<file path="src/adcc_cfg.svh">
// constants and register map of the converter control block
// Contract
// - a result read colliding with result update completes first, update follows
// - config write colliding with result update wins; result and irq dropped
// - writing channel select never clears the conversion end flag
// - result for old channel may land just before a channel change
// - config writes may drop a new result; software reads result first
// - results are 10 bits, all carried to software
// - result failing the window compare (outside, or inside when range select is set) is not stored
`ifndef ADCC_CFG_SVH
`define ADCC_CFG_SVH
`define ADCC_OFF_MODE0 8'h00
`define ADCC_OFF_CHSEL 8'h04
`define ADCC_OFF_PORTCFG 8'h08
`define ADCC_OFF_PMC 8'h0C
`define ADCC_OFF_RESULT 8'h10
`define ADCC_OFF_RESULTH 8'h14
`define ADCC_OFF_IRQSTAT 8'h18
`define ADCC_OFF_IRQMASK 8'h1C
`define ADCC_OFF_UPPER 8'h20
`define ADCC_OFF_LOWER 8'h24
`define ADCC_OFF_RANGE 8'h28
`define ADCC_OFF_STATUS 8'h2C
`define ADCC_BIT_RUN 7
`define ADCC_BIT_POWER 0
`define ADCC_BIT_ENDFLAG 0
`define ADCC_BIT_FIRSTBAD 1
`define ADCC_RES_W 10
`define ADCC_CONV_CYCLES 8'h14
`define ADCC_PWR_WAIT_NS 1000
`define ADCC_CLK_NS 100
`define ADCC_PWR_WAIT_CYC ((`ADCC_PWR_WAIT_NS + `ADCC_CLK_NS - 1) / `ADCC_CLK_NS)
`define ADCC_RESP_OKAY 2'h0
`define ADCC_RESP_SLVERR 2'h2
`endif

</file>
<file path="src/adcc_pkg.sv">
// types of the converter control block
package adcc_pkg;
    typedef enum logic [1:0] {CONV_IDLE, CONV_RUN, CONV_DONE} adcc_conv_t;
    typedef struct packed {
        logic [1:0] rstSync;
        logic [7:0] mode0;
        logic [7:0] chSel;
        logic [7:0] portCfg;
        logic [7:0] port_mode_control_reg;
        logic [9:0] result;
        logic [1:0] irqStat;
        logic [1:0] irqMask;
        logic [9:0] upper;
        logic [9:0] lower;
        logic rangeSel;
        adcc_conv_t conv;
        logic [7:0] convCnt;
        logic [9:0] sample;
        logic [7:0] pwrCnt;
        logic firstConv;
        logic firstBad;
        logic pendUpd;
        logic awPend;
        logic [7:0] awAddr;
        logic wPend;
        logic [31:0] wData;
        logic [3:0] wStrb;
        logic bValid;
        logic [1:0] bResp;
        logic rValid;
        logic [31:0] rData;
        logic [1:0] rResp;
        logic rdResult;
    } adcc_state_t;
endpackage

</file>
<file path="src/adcc_control.sv">
// converter control logic with axi4-lite register slave
//
// The AXI4-Lite register port and the placing of the registers were decided locally.
`timescale 1ns/10ps
`default_nettype none
`include "adcc_cfg.svh"
module adcc_control
    import adcc_pkg::*;
#(
    parameter int ResW = `ADCC_RES_W
) (
    // clock and reset
    input wire logic clk,
    input wire logic rst_n,
    // axi4-lite write
    input wire logic [7:0] awaddr,
    input wire logic awvalid,
    output logic awready,
    input wire logic [31:0] wdata,
    input wire logic [3:0] wstrb,
    input wire logic wvalid,
    output logic wready,
    output logic [1:0] bresp,
    output logic bvalid,
    input wire logic bready,
    // axi4-lite read
    input wire logic [7:0] araddr,
    input wire logic arvalid,
    output logic arready,
    output logic [31:0] rdata,
    output logic [1:0] rresp,
    output logic rvalid,
    input wire logic rready,
    // analog core
    input wire logic [ResW-1:0] sampleIn,
    output logic [7:0] analogChannel,
    output logic converterPowered,
    // interrupt
    output logic conversionEndIrq
);
    adcc_state_t s_reg, s_next;
    logic rstInt_n;
    logic wrFire, rdFire, rdIsResult, cfgWrite, inWindow, updNow;
    logic [31:0] rdVal;

    assign rstInt_n = s_reg.rstSync[1];

    function automatic logic [7:0] put8(input logic [7:0] old, input logic [31:0] d,
                                        input logic [3:0] st);
        put8 = st[0] ? d[7:0] : old;
    endfunction

    function automatic logic [9:0] put10(input logic [9:0] old, input logic [31:0] d,
                                         input logic [3:0] st);
        logic [9:0] v;
        v = old;
        if (st[0]) begin
            v[7:0] = d[7:0];
        end
        if (st[1]) begin
            v[9:8] = d[9:8];
        end
        put10 = v;
    endfunction

    always_comb begin
        rdVal = 32'h0000_0000;
        case (araddr)
            `ADCC_OFF_MODE0: rdVal = {24'h00_0000, s_reg.mode0};
            `ADCC_OFF_CHSEL: rdVal = {24'h00_0000, s_reg.chSel};
            `ADCC_OFF_PORTCFG: rdVal = {24'h00_0000, s_reg.portCfg};
            `ADCC_OFF_PMC: rdVal = {24'h00_0000, s_reg.port_mode_control_reg};
            `ADCC_OFF_RESULT: rdVal = {22'h00_0000, s_reg.result};
            `ADCC_OFF_RESULTH: rdVal = {24'h00_0000, s_reg.result[9:2]};
            `ADCC_OFF_IRQSTAT: rdVal = {30'h0000_0000, s_reg.irqStat};
            `ADCC_OFF_IRQMASK: rdVal = {30'h0000_0000, s_reg.irqMask};
            `ADCC_OFF_UPPER: rdVal = {22'h00_0000, s_reg.upper};
            `ADCC_OFF_LOWER: rdVal = {22'h00_0000, s_reg.lower};
            `ADCC_OFF_RANGE: rdVal = {31'h0000_0000, s_reg.rangeSel};
            `ADCC_OFF_STATUS: rdVal = {29'h0000_0000, s_reg.firstBad,
                                       s_reg.conv == CONV_RUN, s_reg.firstConv};
            default: rdVal = 32'h0000_0000;
        endcase
    end

    ////////////////////////////////////////////////////////////////////////////////
    always_comb begin
        s_next = s_reg;
        s_next.rstSync = {s_reg.rstSync[0], 1'b1};
        awready = !s_reg.awPend && !s_reg.bValid;
        wready = !s_reg.wPend && !s_reg.bValid;
        arready = !s_reg.rValid;
        rdFire = arvalid && arready;
        rdIsResult = rdFire && (araddr == `ADCC_OFF_RESULT || araddr == `ADCC_OFF_RESULTH);
        wrFire = s_reg.awPend && s_reg.wPend && !s_reg.bValid;
        cfgWrite = wrFire && s_reg.wStrb[0] &&
                   (s_reg.awAddr == `ADCC_OFF_MODE0 || s_reg.awAddr == `ADCC_OFF_CHSEL ||
                    s_reg.awAddr == `ADCC_OFF_PORTCFG);
        // window check: results failing the compare (outside, or inside when rangeSel is set) neither store nor interrupt
        inWindow = s_reg.rangeSel ?
                   (s_reg.sample > s_reg.upper || s_reg.sample < s_reg.lower) :
                   (s_reg.sample <= s_reg.upper && s_reg.sample >= s_reg.lower);
        updNow = 1'b0;

        if (awvalid && awready) begin
            s_next.awPend = 1'b1;
            s_next.awAddr = awaddr;
        end
        if (wvalid && wready) begin
            s_next.wPend = 1'b1;
            s_next.wData = wdata;
            s_next.wStrb = wstrb;
        end
        if (s_reg.bValid && bready) begin
            s_next.bValid = 1'b0;
        end
        if (s_reg.rValid && rready) begin
            s_next.rValid = 1'b0;
        end
        if (rdFire) begin
            s_next.rValid = 1'b1;
            s_next.rData = rdVal;
            s_next.rResp = (araddr[1:0] != 2'h0 || araddr > `ADCC_OFF_STATUS) ?
                           `ADCC_RESP_SLVERR : `ADCC_RESP_OKAY;
        end

        // conversion sequencer
        case (s_reg.conv)
            CONV_IDLE: begin
                if (s_reg.mode0[`ADCC_BIT_RUN] && s_reg.mode0[`ADCC_BIT_POWER]) begin
                    s_next.conv = CONV_RUN;
                    s_next.convCnt = `ADCC_CONV_CYCLES;
                end
            end
            CONV_RUN: begin
                if (!s_reg.mode0[`ADCC_BIT_RUN] || !s_reg.mode0[`ADCC_BIT_POWER]) begin
                    s_next.conv = CONV_IDLE;
                end else if (s_reg.convCnt == 8'h01) begin
                    // a channel write mid-run does not abort, so the old input still lands
                    s_next.sample = sampleIn;
                    s_next.conv = CONV_DONE;
                end else begin
                    s_next.convCnt = s_reg.convCnt - 8'h01;
                end
            end
            CONV_DONE: begin
                // a result read in this cycle goes first; update waits one cycle
                if (cfgWrite) begin
                    s_next.pendUpd = 1'b0;
                end else if (rdIsResult) begin
                    s_next.pendUpd = 1'b1;
                end else begin
                    // a deferred update is taken here once, never again after leaving
                    s_next.pendUpd = 1'b0;
                    updNow = inWindow;
                end
                if (!rdIsResult || cfgWrite) begin
                    s_next.conv = s_reg.mode0[`ADCC_BIT_RUN] ? CONV_RUN : CONV_IDLE;
                    s_next.convCnt = `ADCC_CONV_CYCLES;
                end
            end
            default: s_next.conv = CONV_IDLE;
        endcase
        if (s_reg.pendUpd && s_reg.conv != CONV_DONE) begin
            s_next.pendUpd = 1'b0;
            updNow = inWindow && !cfgWrite;
        end
        if (updNow) begin
            s_next.result = s_reg.sample;
            s_next.firstBad = s_reg.firstConv;
            s_next.firstConv = 1'b0;
        end

        // power-on settle timer marks a too-early first result
        if (!s_reg.mode0[`ADCC_BIT_POWER]) begin
            s_next.pwrCnt = 8'(`ADCC_PWR_WAIT_CYC);
            s_next.firstConv = 1'b0;
        end else if (s_reg.pwrCnt != 8'h00) begin
            s_next.pwrCnt = s_reg.pwrCnt - 8'h01;
            if (s_reg.mode0[`ADCC_BIT_RUN]) begin
                s_next.firstConv = 1'b1;
            end
        end

        if (wrFire) begin
            s_next.awPend = 1'b0;
            s_next.wPend = 1'b0;
            s_next.bValid = 1'b1;
            s_next.bResp = `ADCC_RESP_OKAY;
            case (s_reg.awAddr)
                `ADCC_OFF_MODE0: s_next.mode0 = put8(s_reg.mode0, s_reg.wData, s_reg.wStrb);
                // channel change leaves the end flag alone
                `ADCC_OFF_CHSEL: s_next.chSel = put8(s_reg.chSel, s_reg.wData, s_reg.wStrb);
                `ADCC_OFF_PORTCFG: s_next.portCfg = put8(s_reg.portCfg, s_reg.wData, s_reg.wStrb);
                `ADCC_OFF_PMC: s_next.port_mode_control_reg = put8(s_reg.port_mode_control_reg, s_reg.wData, s_reg.wStrb);
                `ADCC_OFF_IRQSTAT: begin
                    if (s_reg.wStrb[0]) begin
                        s_next.irqStat = s_reg.irqStat & ~s_reg.wData[1:0];
                    end
                end
                `ADCC_OFF_IRQMASK: begin
                    if (s_reg.wStrb[0]) begin
                        s_next.irqMask = s_reg.wData[1:0];
                    end
                end
                `ADCC_OFF_UPPER: s_next.upper = put10(s_reg.upper, s_reg.wData, s_reg.wStrb);
                `ADCC_OFF_LOWER: s_next.lower = put10(s_reg.lower, s_reg.wData, s_reg.wStrb);
                `ADCC_OFF_RANGE: begin
                    if (s_reg.wStrb[0]) begin
                        s_next.rangeSel = s_reg.wData[0];
                    end
                end
                `ADCC_OFF_RESULT, `ADCC_OFF_RESULTH, `ADCC_OFF_STATUS: begin
                end
                default: s_next.bResp = `ADCC_RESP_SLVERR;
            endcase
        end
        // set wins over a clear in the same cycle
        if (updNow) begin
            s_next.irqStat[`ADCC_BIT_ENDFLAG] = 1'b1;
            if (s_reg.firstConv) begin
                s_next.irqStat[`ADCC_BIT_FIRSTBAD] = 1'b1;
            end
        end
    end

    ////////////////////////////////////////////////////////////////////////////////
    always_ff @(posedge clk or negedge rst_n) begin
        if (!rst_n) begin
            s_reg <= '0;
        end else if (!rstInt_n) begin
            s_reg <= '0;
            s_reg.rstSync <= s_next.rstSync;
        end else begin
            s_reg <= s_next;
        end
    end

    assign bvalid = s_reg.bValid;
    assign bresp = s_reg.bResp;
    assign rvalid = s_reg.rValid;
    assign rdata = s_reg.rData;
    assign rresp = s_reg.rResp;
    assign analogChannel = s_reg.chSel;
    assign converterPowered = s_reg.mode0[`ADCC_BIT_POWER];
    assign conversionEndIrq = |(s_reg.irqStat & s_reg.irqMask);
endmodule
`default_nettype wire

</file>
<file path="config.mk">
export PLATFORM = sky130hd
export DESIGN_NAME = adcc_control
export DESIGN_NICKNAME = d
export VERILOG_FILES = /design/src/adcc_pkg.sv /design/src/adcc_control.sv
export VERILOG_INCLUDE_DIRS = /design/src /design/src/src
export SDC_FILE = /design/constraint.sdc
export NUM_CORES = 1
export LEC_CHECK = 0
export ABC_AREA = 0
export BUFFER_PORTS_ARGS = -buffer_cell sky130_fd_sc_hd__buf_4
export CAP_MARGIN = 15
export CORE_MARGIN = 3
export CORE_UTILIZATION = 25
export DETAILED_ROUTE_END_ITERATION = 10
export HOLD_SLACK_MARGIN = 0.03
export PLACE_DENSITY_LB_ADDON = 0.1
export RECOVER_POWER = 100
export SKIP_LAST_GASP = 1
export SLEW_MARGIN = 15
export SYNTH_ARGS = -nofsm -noshare
export SYNTH_HDL_FRONTEND = slang
export SYNTH_SLANG_ARGS = --single-unit
</file>
<file path="constraint.sdc">
create_clock -name clk -period 2.3 [get_ports clk]
set_input_delay 0.115 -clock clk [delete_from_list [all_inputs] [get_ports clk]]
set_output_delay 0.115 -clock clk [all_outputs]
set_load 0.005 [all_outputs]
</file>
**Word level (Yosys, flattened, before mapping)**

Cells that the tools add are included.

- $add $sub $neg: 2
- Magnitude comparators: 5
- Eq/ne operators: 59
- Muxes and demuxes: 55
- Bitwise logic cells: 3
- Reductions and logical operators: 52

Operators by type and width:

| kind | number |
|---|---|
| $mux 183 | 1 |
| $pmux 10 s12 | 1 |
| $mux 10 | 7 |
| $eq 8x5->1 const B | 8 |
| $eq 8x6->1 const B | 8 |
| $mux 8 | 6 |
| $reduce_and 3->1 | 13 |
| $mux 37 | 1 |
| $mux 35 | 1 |
| $eq 8x4->1 const B | 4 |
| $mux 32 | 1 |
| $ne 2x1->1 const B | 15 |
| $mux 9 | 3 |
| $mux 25 | 1 |
| $pmux 8 s3 | 1 |
| $mux 2 | 11 |
| $ne 3x1->1 const B | 7 |
| $mux 1 | 18 |
| $mux 18 | 1 |
| $eq 8x3->1 const B | 2 |
| $logic_and 1x1->1 | 16 |
| $logic_not 8->1 | 2 |
| $sub 8x1->8 const B | 2 |
| $ne 3x3->1 const B | 4 |
| other kinds (24) | 42 |

- Bits in registers: 160
- Input bits: 69
- Output and inout bits: 51
- Word-level logic and storage cells: 207

**Longest topological paths before layout**

Gate-level depths: netlist of run 1.

- Depth in word-level cells: 12
- Gate-level depth with buffers: 9
- Depth with buffers taken out: 8

**Least setup slack after synthesis of run 1**

Ideal clock, no wire load.

- Path kind: flip-flop to flip-flop
- Start point: register s_reg[114] (netlist name)
- End point: register s_reg[143] (netlist name)
- Data arrival time: 2.252 ns
- Setup slack: -0.032 ns
- Cell stages (with the launch flop): 8
- Buffers on the path: 1
- Cell sequence: dfrtp_1 -> or4bb_1 -> o32ai_2 -> nor3b_1 -> and3_1 -> a221oi_2 -> buf_6 -> mux2i_1

- Word-level cells in the longest chain between the ends: 4
- Elaborated cells on any way between the ends: 6

RTL lines:

| what | RTL line | RTL |
|---|---|---|
| start: declaration | adcc_control.sv:41 | `adcc_state_t s_reg, s_next;` |
| start signal: assignment | adcc_control.sv:235 | `s_reg <= s_next;` |
| $eq 2x2->1 or $ne 2x2->1 (tied branches) | adcc_control.sv:128, adcc_control.sv:164 |  |
| $mux 1 or $logic_and 1x1->1 (tied branches) | adcc_control.sv:128, adcc_control.sv:164 |  |
| $mux 1 * | adcc_control.sv:164 | `if (s_reg.pendUpd && s_reg.conv != CONV_DONE) begin` |
| $ne 2x1->1 (no line) * | n/a |  |

Every way passes the cells marked *; elsewhere a longest branch is shown, timed or not.
A chain may end at the register's enable or synchronous reset.

**Worst setup path in the final report of run 1**

- Start point: register s_reg, in the netlist rvalid
- End point: register s_reg[147] (netlist name)

- Word-level cells in the longest chain between the ends: 8

RTL lines:

| what | RTL line | RTL |
|---|---|---|
| $logic_not 1->1 | adcc_control.sv:92 | `arready = !s_reg.rValid;` |
| $logic_and 1x1->1 | adcc_control.sv:93 | `rdFire = arvalid && arready;` |
| $logic_and 1x1->1 | adcc_control.sv:94 | `` rdIsResult = rdFire && (araddr == `ADCC_OFF_RESULT \|\| araddr == `ADCC_OFF_RESULTH); `` |
| $mux 1 | adcc_control.sv:150 | `end else if (rdIsResult) begin` |
| $mux 1 | adcc_control.sv:148 | `if (cfgWrite) begin` |
| $mux 1 | adcc_control.sv:128 | `case (s_reg.conv)` |
| $mux 1 | adcc_control.sv:164 |  |
| $ne 2x1->1 (no line) | n/a |  |

Every way passes these cells.

==> results.md, run 1 <==
- Via/cell ratio: 4.56
- Io pins: 120
- Detail Route Antenna Nets: 0
- CTS Buffer Depth: 2
- Clk_lat worst skew: 0.43 ns
- Max Cap Violations: 0
- DIE AREA: 0.0318 mm2
- Final period utilization: 100%
- FF-to-FF path depth: 7
- Worst Hold Depth: 4
- Critical path type: flop to flop
- Gr ovfl total: 0
- Die Ht: 178 um
- Logic gate share of total power: 9.1%
- Post-Layout Cell Count: 1343
- Tot GR Track Use: 15.1%
- RR Startpoint: rvalid$_DFFE_PN0P_
- Initial antenna violation count: 0
- Min Tclk post-route: 2.31 ns
- Switching share of power: 26.9%
- Area Overhead vs Synth: 28.8%
- Final core occ: 33.0%
- Initial core utilization: 25.6%
- Leakage: 4.55 nW
- Die X: 178 um
- Crit-path leading delay family: compound AO/OA/AOI/OAI gates
- Clock share of power: 47.2%
- Pwr/cell area: 596 mW/mm2
- Max VDD drop: 0.417 mV
- Share of layout cells above drive strength 1: 19.8%
- CP Launch Type: flop
- Final HPWL DP: 17.6 mm
- Synth Area in XOR/XNOR: 0.354%
- Post-synth EDFFs: 0
- Net Sw Power: 1.53 mW
- CTS buffer count: 17
- RSZ-0062 raised after global routing: yes
- Adder-cell area share of the yosys netlist: 3.88%
- Drt initial violations: 391
- Total number of yosys warnings: 0
- CTS root buf: clkbuf_16
- Setup_tns: -0.00671 ns
- Ys flop type: dfrtp_1
- Post-Synth Simple-Gate Area: 18.4%
- Tightest Pin Transition: 1.47 ns
- Placed cell count: 1274
- Endpoints failing setup: 1
- Peak fanout along the critical path: 7
- Pre-antenna DRT Iters: 5
- Post-Syn Instances: 806
- Asr flop ratio synth: 100%
- Worst slew margin: 1.90%
- NumNets Final: 1038
- CP startpoint: rvalid$_DFFE_PN0P_
- Clock Pin Slew Worst Setup and Hold Paths: 0.07 ns
- Core area: 0.0289 mm2
- Critical-path cell list: or4bb_4 -> o32ai_4 -> nor3_2 -> a21boi_4 -> a221oi_4 -> buf_12 -> mux2i_1
- Crit end category: flop
- Placed Area: 0.00861 mm2
- Internal Power: 4.16 mW
- Final hold vios: 0
- Failing checks: setup timing
- Routed vias: 6127
- Pre-CTS WS: -0.0528 ns
- Antenna diodes: 0
- Max reg flops: 111
- Worst path slowest cell: or4bb_4
- R2R setup slack: -0.007 ns
- Post-Syn Area: 0.00741 mm2
- Drt total wl: 23.3 mm
- DR WL/cell: 17.3 um
- Sequential area share after synthesis: 45.9%
- Worst Hold Class: input pin to flop
- CP required: 2.64 ns
- Hold EP: s_reg[79]$_DFFE_PN0P_
- Run status: complete, but fails checks
- Critical path data arrival time: 2.64 ns
- Total power: 5.69 mW
- Main combinational cell family by area after synthesis: simple AND/OR/NAND/NOR gates
- Clk sinks: 136
- Sequential Power Share: 43.6%
- PnR worst setup slack: -0.00671 ns
- Largest net degree at the start of global routing: 55
- Fin. max-slew vios: 0
- Drt drc: 0
- Port Buffers: 71
- FP Rows: 62
- Compound-gate portion of the synthesized area: 13.8%
- Top achievable clock speed: 434 MHz
- Mux cell area share after synthesis: 9.60%
- Hold path start: awvalid
- Global-route wire length before repair: 36.3 mm
- Final Hold Slack: 0.172 ns
- CP max stage delay: 0.57 ns
- RR Endpoint: s_reg[147]$_DFFE_PN0P_
- CP Buf/Inv Count: 1
- Maximum level of the CTS H-tree: 4
- CTS tree: done
- #FFs+latches synth: 136
- Final instance area: 0.00955 mm2
- Yosys cell types: 63
- Final worst clock skew: 0.0137 ns
- Vias in the first global route: 6115
- Mean post-synth cell area: 9.20 um2
- Gpl congestion: 0.878
==> cell usage after synthesis (7+ instances only) <==
cell	count	share of area, %
nor2_1	76	3.8
nor3_1	11	0.74
or3_1	8	0.68
nand3_1	15	1.0
nand4_1	8	0.68
buf_4	44	4.5
ha_1	23	3.9
o21ai_0	56	3.8
dfrtp_1	136	46
mux2i_1	61	8.2
inv_1	34	1.7
nand2_1	137	6.9
clkbuf_1	24	1.2
a211oi_1	7	0.71
a21oi_1	47	3.2
==> metal layers <==
metal	wire length [um]	vias to the layer above	track usage [%]
met3	941	19	2.47
met1	11600	2898	21.8
met4	342	0	4.16
met2	10400	167	23.3
li1	-	3043	-
met5	0	-	0
==> power by group through the flow <==
stage | logic, mW | clock network [mW] | registers, mW
6_report | 0.520 | 2.68 | 2.48
4_1_cts | 0.545 | 2.77 | 2.48
3_5_place_dp | 0.497 | 0 | 2.53
5_1_grt | 0.587 | 2.89 | 2.49
2_1_floorplan | 0.265 | 0 | 2.51
3_3_place_gp | 0.500 | 0 | 2.53
==> worst max path at each step <==
stage / endpoint / slack [ns] / cells past startpoint
floorplan: s_reg[143]$_DFFE_PN0P_ / 0.02 / 7
global placement: s_reg[146]$_DFFE_PN0P_ / -0.02 / 7
detailed placement: s_reg[141]$_DFFE_PN0P_ / -0.05 / 7
CTS: s_reg[147]$_DFFE_PN0P_ / -0.05 / 7
global route: s_reg[147]$_DFFE_PN0P_ / -0.11 / 7
finish: s_reg[147]$_DFFE_PN0P_ / -0.007 / 7
==> layout make-up <==
class,count,area [um2]
tap,384,480
clock buffer,18,429
sequential,136,3410
clock inverter,14,138
multi-input combinational,583,3620
inverter,35,131
timing repair buffer,173,1350
fill,3072,19400
==> worst min-delay path, delay by kind of cell <==
| kind | cells | cell delay [ns] |
|---|---|---|
| buffers and inverters | 1 | 0.08 |
| and+or+nand+nor | 2 | 0.31 |
| AOI/OAI and AO/OA | 1 | 0.05 |
==> logic make-up (layout without fill, tap and decap cells) <==
kind of cell               Yosys count  after routing
DFF                                136            136
other                                2             25
AOI/OAI and AO/OA                  164            164
buffers and inverters              110            240
xor gates and xnor gates             3              3
muxes                               67             67
and+or+nand+nor                    301            301
adders and majority gates           23             23
==> what timing repair did <==
item / in CTS / in global routing
gates resized for setup: 3 / 20
pin swaps: 2 / 7
endpoints found under the hold margin: 81 / 0
hold buffers: 34 / 0
buffers inserted: 0 / 3
setup endpoints to repair: 12 / 14
cloned: 0 / 0
==> placed cells by master (no fill, tap or decap), types with 3 or more instances in the layout <==
cell type,synthesis,routed
nand2_1,137,137
dfrtp_1,136,132
buf_4,44,92
nor2_1,76,76
mux2i_1,61,61
o21ai_0,56,54
a21oi_1,47,46
dlygate4sd3_1,0,34
inv_1,34,33
conb_1,2,25
clkbuf_4,0,25
ha_1,23,21
clkbuf_16,0,17
nand3_1,15,15
clkbuf_1,24,12
nor3_1,11,10
clkbuf_2,0,9
nand4_1,8,8
or3_1,8,8
nor2b_1,6,6
nand2b_1,6,6
nor4_1,5,6
a22oi_1,6,6
a32oi_1,6,6
a31oi_1,6,6
inv_6,0,5
nand3b_1,4,4
and2_1,5,4
a211oi_1,7,4
clkinv_4,0,4
dfrtp_2,0,4
mux2_2,3,3
o21ai_1,1,3
a211oi_2,0,3
a22o_1,3,3
and3_1,4,3
o31ai_1,4,3
mux4_2,3,3
(Power assumes the default switching activity.)
==> run 2: changes to the inputs <==
--- a/config.mk
+++ b/config.mk
@@ -11,11 +11,11 @@
 export CAP_MARGIN = 15
 export CORE_MARGIN = 3
 export CORE_UTILIZATION = 25
+export CTS_BUF_LIST = sky130_fd_sc_hd__clkbuf_2
 export DETAILED_ROUTE_END_ITERATION = 10
 export HOLD_SLACK_MARGIN = 0.03
-export PLACE_DENSITY_LB_ADDON = 0.1
+export PLACE_DENSITY_LB_ADDON = 0.12
 export RECOVER_POWER = 100
-export SKIP_LAST_GASP = 1
 export SLEW_MARGIN = 15
 export SYNTH_ARGS = -nofsm -noshare
 export SYNTH_HDL_FRONTEND = slang
==> results.md, run 2 (same netlist as run 1, synthesis figures left out) <==
- Core area: 0.0289 mm2 (unchanged)
- Detail Route Antenna Nets: 0 (unchanged)
- Initial core utilization: 25.6% (unchanged)
- Vias in the first global route: 6261 (+2.4%)
- Final Hold Slack: 0.126 ns (-0.0452 ns)
- Clk_lat worst skew: 0.74 ns (+0.31 ns)
- Run status: complete, but fails checks
- Critical path data arrival time: 3.05 ns (+0.41 ns)
- Placed Area: 0.00863 mm2 (+0.23%)
- Top achievable clock speed: 412 MHz (-5.1%)
- Clk sinks: 136 (unchanged)
- Clock Pin Slew Worst Setup and Hold Paths: 0.29 ns (+0.22 ns)
- Via/cell ratio: 4.58 (+0.44%)
- Gpl congestion: 0.849 (-3.3%)
- Gr ovfl total: 0 (unchanged)
- Share of layout cells above drive strength 1: 19.4% (-0.37 points)
- CP required: 2.92 ns (+0.28 ns)
- Commonest non-fill, non-tap cell in the layout: nand2_1
- Most used cell, CP: buf_6
- Die X: 178 um (unchanged)
- Initial antenna violation count: 1 (+1)
- Critical-path cell list: inv_1 -> ha_1 -> and4_1 -> nand3_1 -> mux2_2 -> and3_4 -> a221oi_4 -> buf_6 -> buf_6 -> mux2i_1
- Endpoints failing setup: 14 (+13)
- Leakage: 4.51 nW (-0.87%)
- # fillers: 3087 (+0.49%)
- Peak fanout along the critical path: 4 (-3)
- Max Cap Violations: 0 (unchanged)
- Min Tclk post-route: 2.43 ns (+0.123 ns)
- Drt total wl: 23.6 mm (+1.4%)
- CTS root buf: clkbuf_2
- Pre-antenna DRT Iters: 5 (unchanged)
- Tot GR Track Use: 15.4% (+0.32 points)
- CP Buf/Inv Count: 3 (+2)
- DIE AREA: 0.0318 mm2 (unchanged)
- Failing checks: setup timing
- NumNets Final: 1077 (+3.8%)
- Final period utilization: 106% (+5.3 points)
- Worst Hold Class: input pin to flop
- CP max stage delay: 0.48 ns (-0.09 ns)
- Routed vias: 6337 (+3.4%)
- Critical path type: flop to flop
- Pwr/cell area: 460 mW/mm2 (-23%)
- Worst slew margin: 12.9% (+11 points)
- Io pins: 120 (unchanged)
- Final instance area: 0.00956 mm2 (+0.16%)
- FP Rows: 62 (unchanged)
- Drt drc: 0 (unchanged)
- Crit end category: flop
- RSZ-0062 raised after global routing: yes
- Max reg flops: 111 (unchanged)
- Tightest Pin Transition: 1.31 ns (-0.165 ns)
- DR WL/cell: 17.1 um (-1.6%)
- Final worst clock skew: 0.0627 ns (+0.0490 ns)
- Global-route wire length before repair: 37.2 mm (+2.5%)
- Pre-CTS WS: -0.0771 ns (-0.0243 ns)
- Placed cell count: 1275 (+0.078%)
- Die Ht: 178 um (unchanged)
- Crit-path leading delay family: simple AND/OR/NAND/NOR gates
- Drt initial violations: 424 (+8.4%)
- CTS buffer count: 17 (unchanged)
- PnR worst setup slack: -0.129 ns (-0.123 ns)
- Port Buffers: 71 (unchanged)
- Largest net degree at the start of global routing: 52 (-5.5%)
- Final HPWL DP: 17.4 mm (-1.2%)
- Final hold vios: 0 (unchanged)
- CTS tree: done
- CTS Buffer Depth: 2 (unchanged)
- Area Overhead vs Synth: 29.0%
- Worst path slowest cell: dfrtp_1
- Final core occ: 33.0% (+0.052 points)
- Fin. max-slew vios: 0 (unchanged)
- Post-Layout Cell Count: 1383 (+3.0%)
- Maximum level of the CTS H-tree: 4 (unchanged)
- Max VDD drop: 0.186 mV (-56%)
- Most frequent cells in the layout: 137 x nand2_1, 135 x dfrtp_1, 97 x buf_4
- CP Launch Type: flop
run 2: changes by cell type in the layout (fill, tap and decap cells not counted), moves of 3 or more:
cell           previous run  this run
clkbuf_16                17         0
clkinvlp_4                1         4
dfrtp_1                 132       135
buf_4                    92        97
buf_6                     0         3
dlygate4sd3_1            34        67
clkbuf_2                  9        25
dfrtp_2                   4         1
run 2: cell type report:
| cell class | count | area [um2] | area share [%] |
|---|---|---|---|
| clock inverters | 15 | 120 | 1.26 |
| flip-flops and latches | 136 | 3400 | 35.6 |
| multi-input cells | 583 | 3600 | 37.7 |
| well taps | 384 | 480 | 5.02 |
| inverters | 35 | 131 | 1.37 |
| clock buffers | 17 | 85.1 | 0.890 |
| repair buffers | 212 | 1730 | 18.1 |
| diodes | 1 | 2.50 | 0.0262 |
run 2: worst reg2reg max path: stages, from the launching register on:
cell and delay, ns:
dfrtp_1 0.48, inv_1 0.08, ha_1 0.27, and4_1 0.21, nand3_1 0.09, mux2_2 0.31, and3_4 0.20, a221oi_4 0.22
buf_6 0.16, buf_6 0.11, mux2i_1 0.19
run 2: stage by stage:
stage,TNS [ns],power (mW)
after floorplan,0,2.77
after global placement,-0.320,3.03
after detailed placement,-0.738,3.03
after CTS,-1.00,4.51
after global routing,-4.90,4.66
final,-0.926,4.40
run 2: path summary, 6_finish.rpt:
path | start | endpoint | slack (ns) | cells past startpoint
worst max-delay path | s_reg[129]$_DFFE_PN0P_ | s_reg[86]$_DFFE_PN0P_ | -0.13 | 10
worst min-delay path | araddr[7] | rresp[1]$_DFFE_PN0P_ | 0.13 | 5
worst max register to register | s_reg[129]$_DFFE_PN0P_ | s_reg[86]$_DFFE_PN0P_ | -0.13 | 10
worst min register to register | s_next[184]$_DFF_PN0_ | rstInt_n$_DFF_PN0_ | 0.38 | 0
max in group asynchronous | rst_n | s_reg[99]$_DFFE_PN0P_ | 0.26 | 4
min in group asynchronous | rst_n | s_reg[113]$_DFFE_PN0P_ | 1.03 | 4
run 2: repair_timing:
action,4_1_cts,5_1_grt
hold buffers,68,0
cloned,1,0
endpoints found under the setup margin,14,15
buffers inserted,2,6
endpoints found under the hold margin,177,0
pin swaps,8,6
gates resized for setup,11,11
run 2: metal layers:
layer / up-vias / wire [um] / track usage (%)
li1: 3123 / - / -
met1: 3075 / 11700 / 22.1
met2: 122 / 10800 / 23.9
met3: 17 / 874 / 3.07
met4: 0 / 311 / 3.51
met5: - / 0 / 0
run 2: power by group:
part	internal, mW	leakage, nW	switching [mW]	total, mW
combinational	0.254	2.52	0.319	0.573
clock	0.305	0.118	1.04	1.34
sequential	2.43	1.87	0.0481	2.48
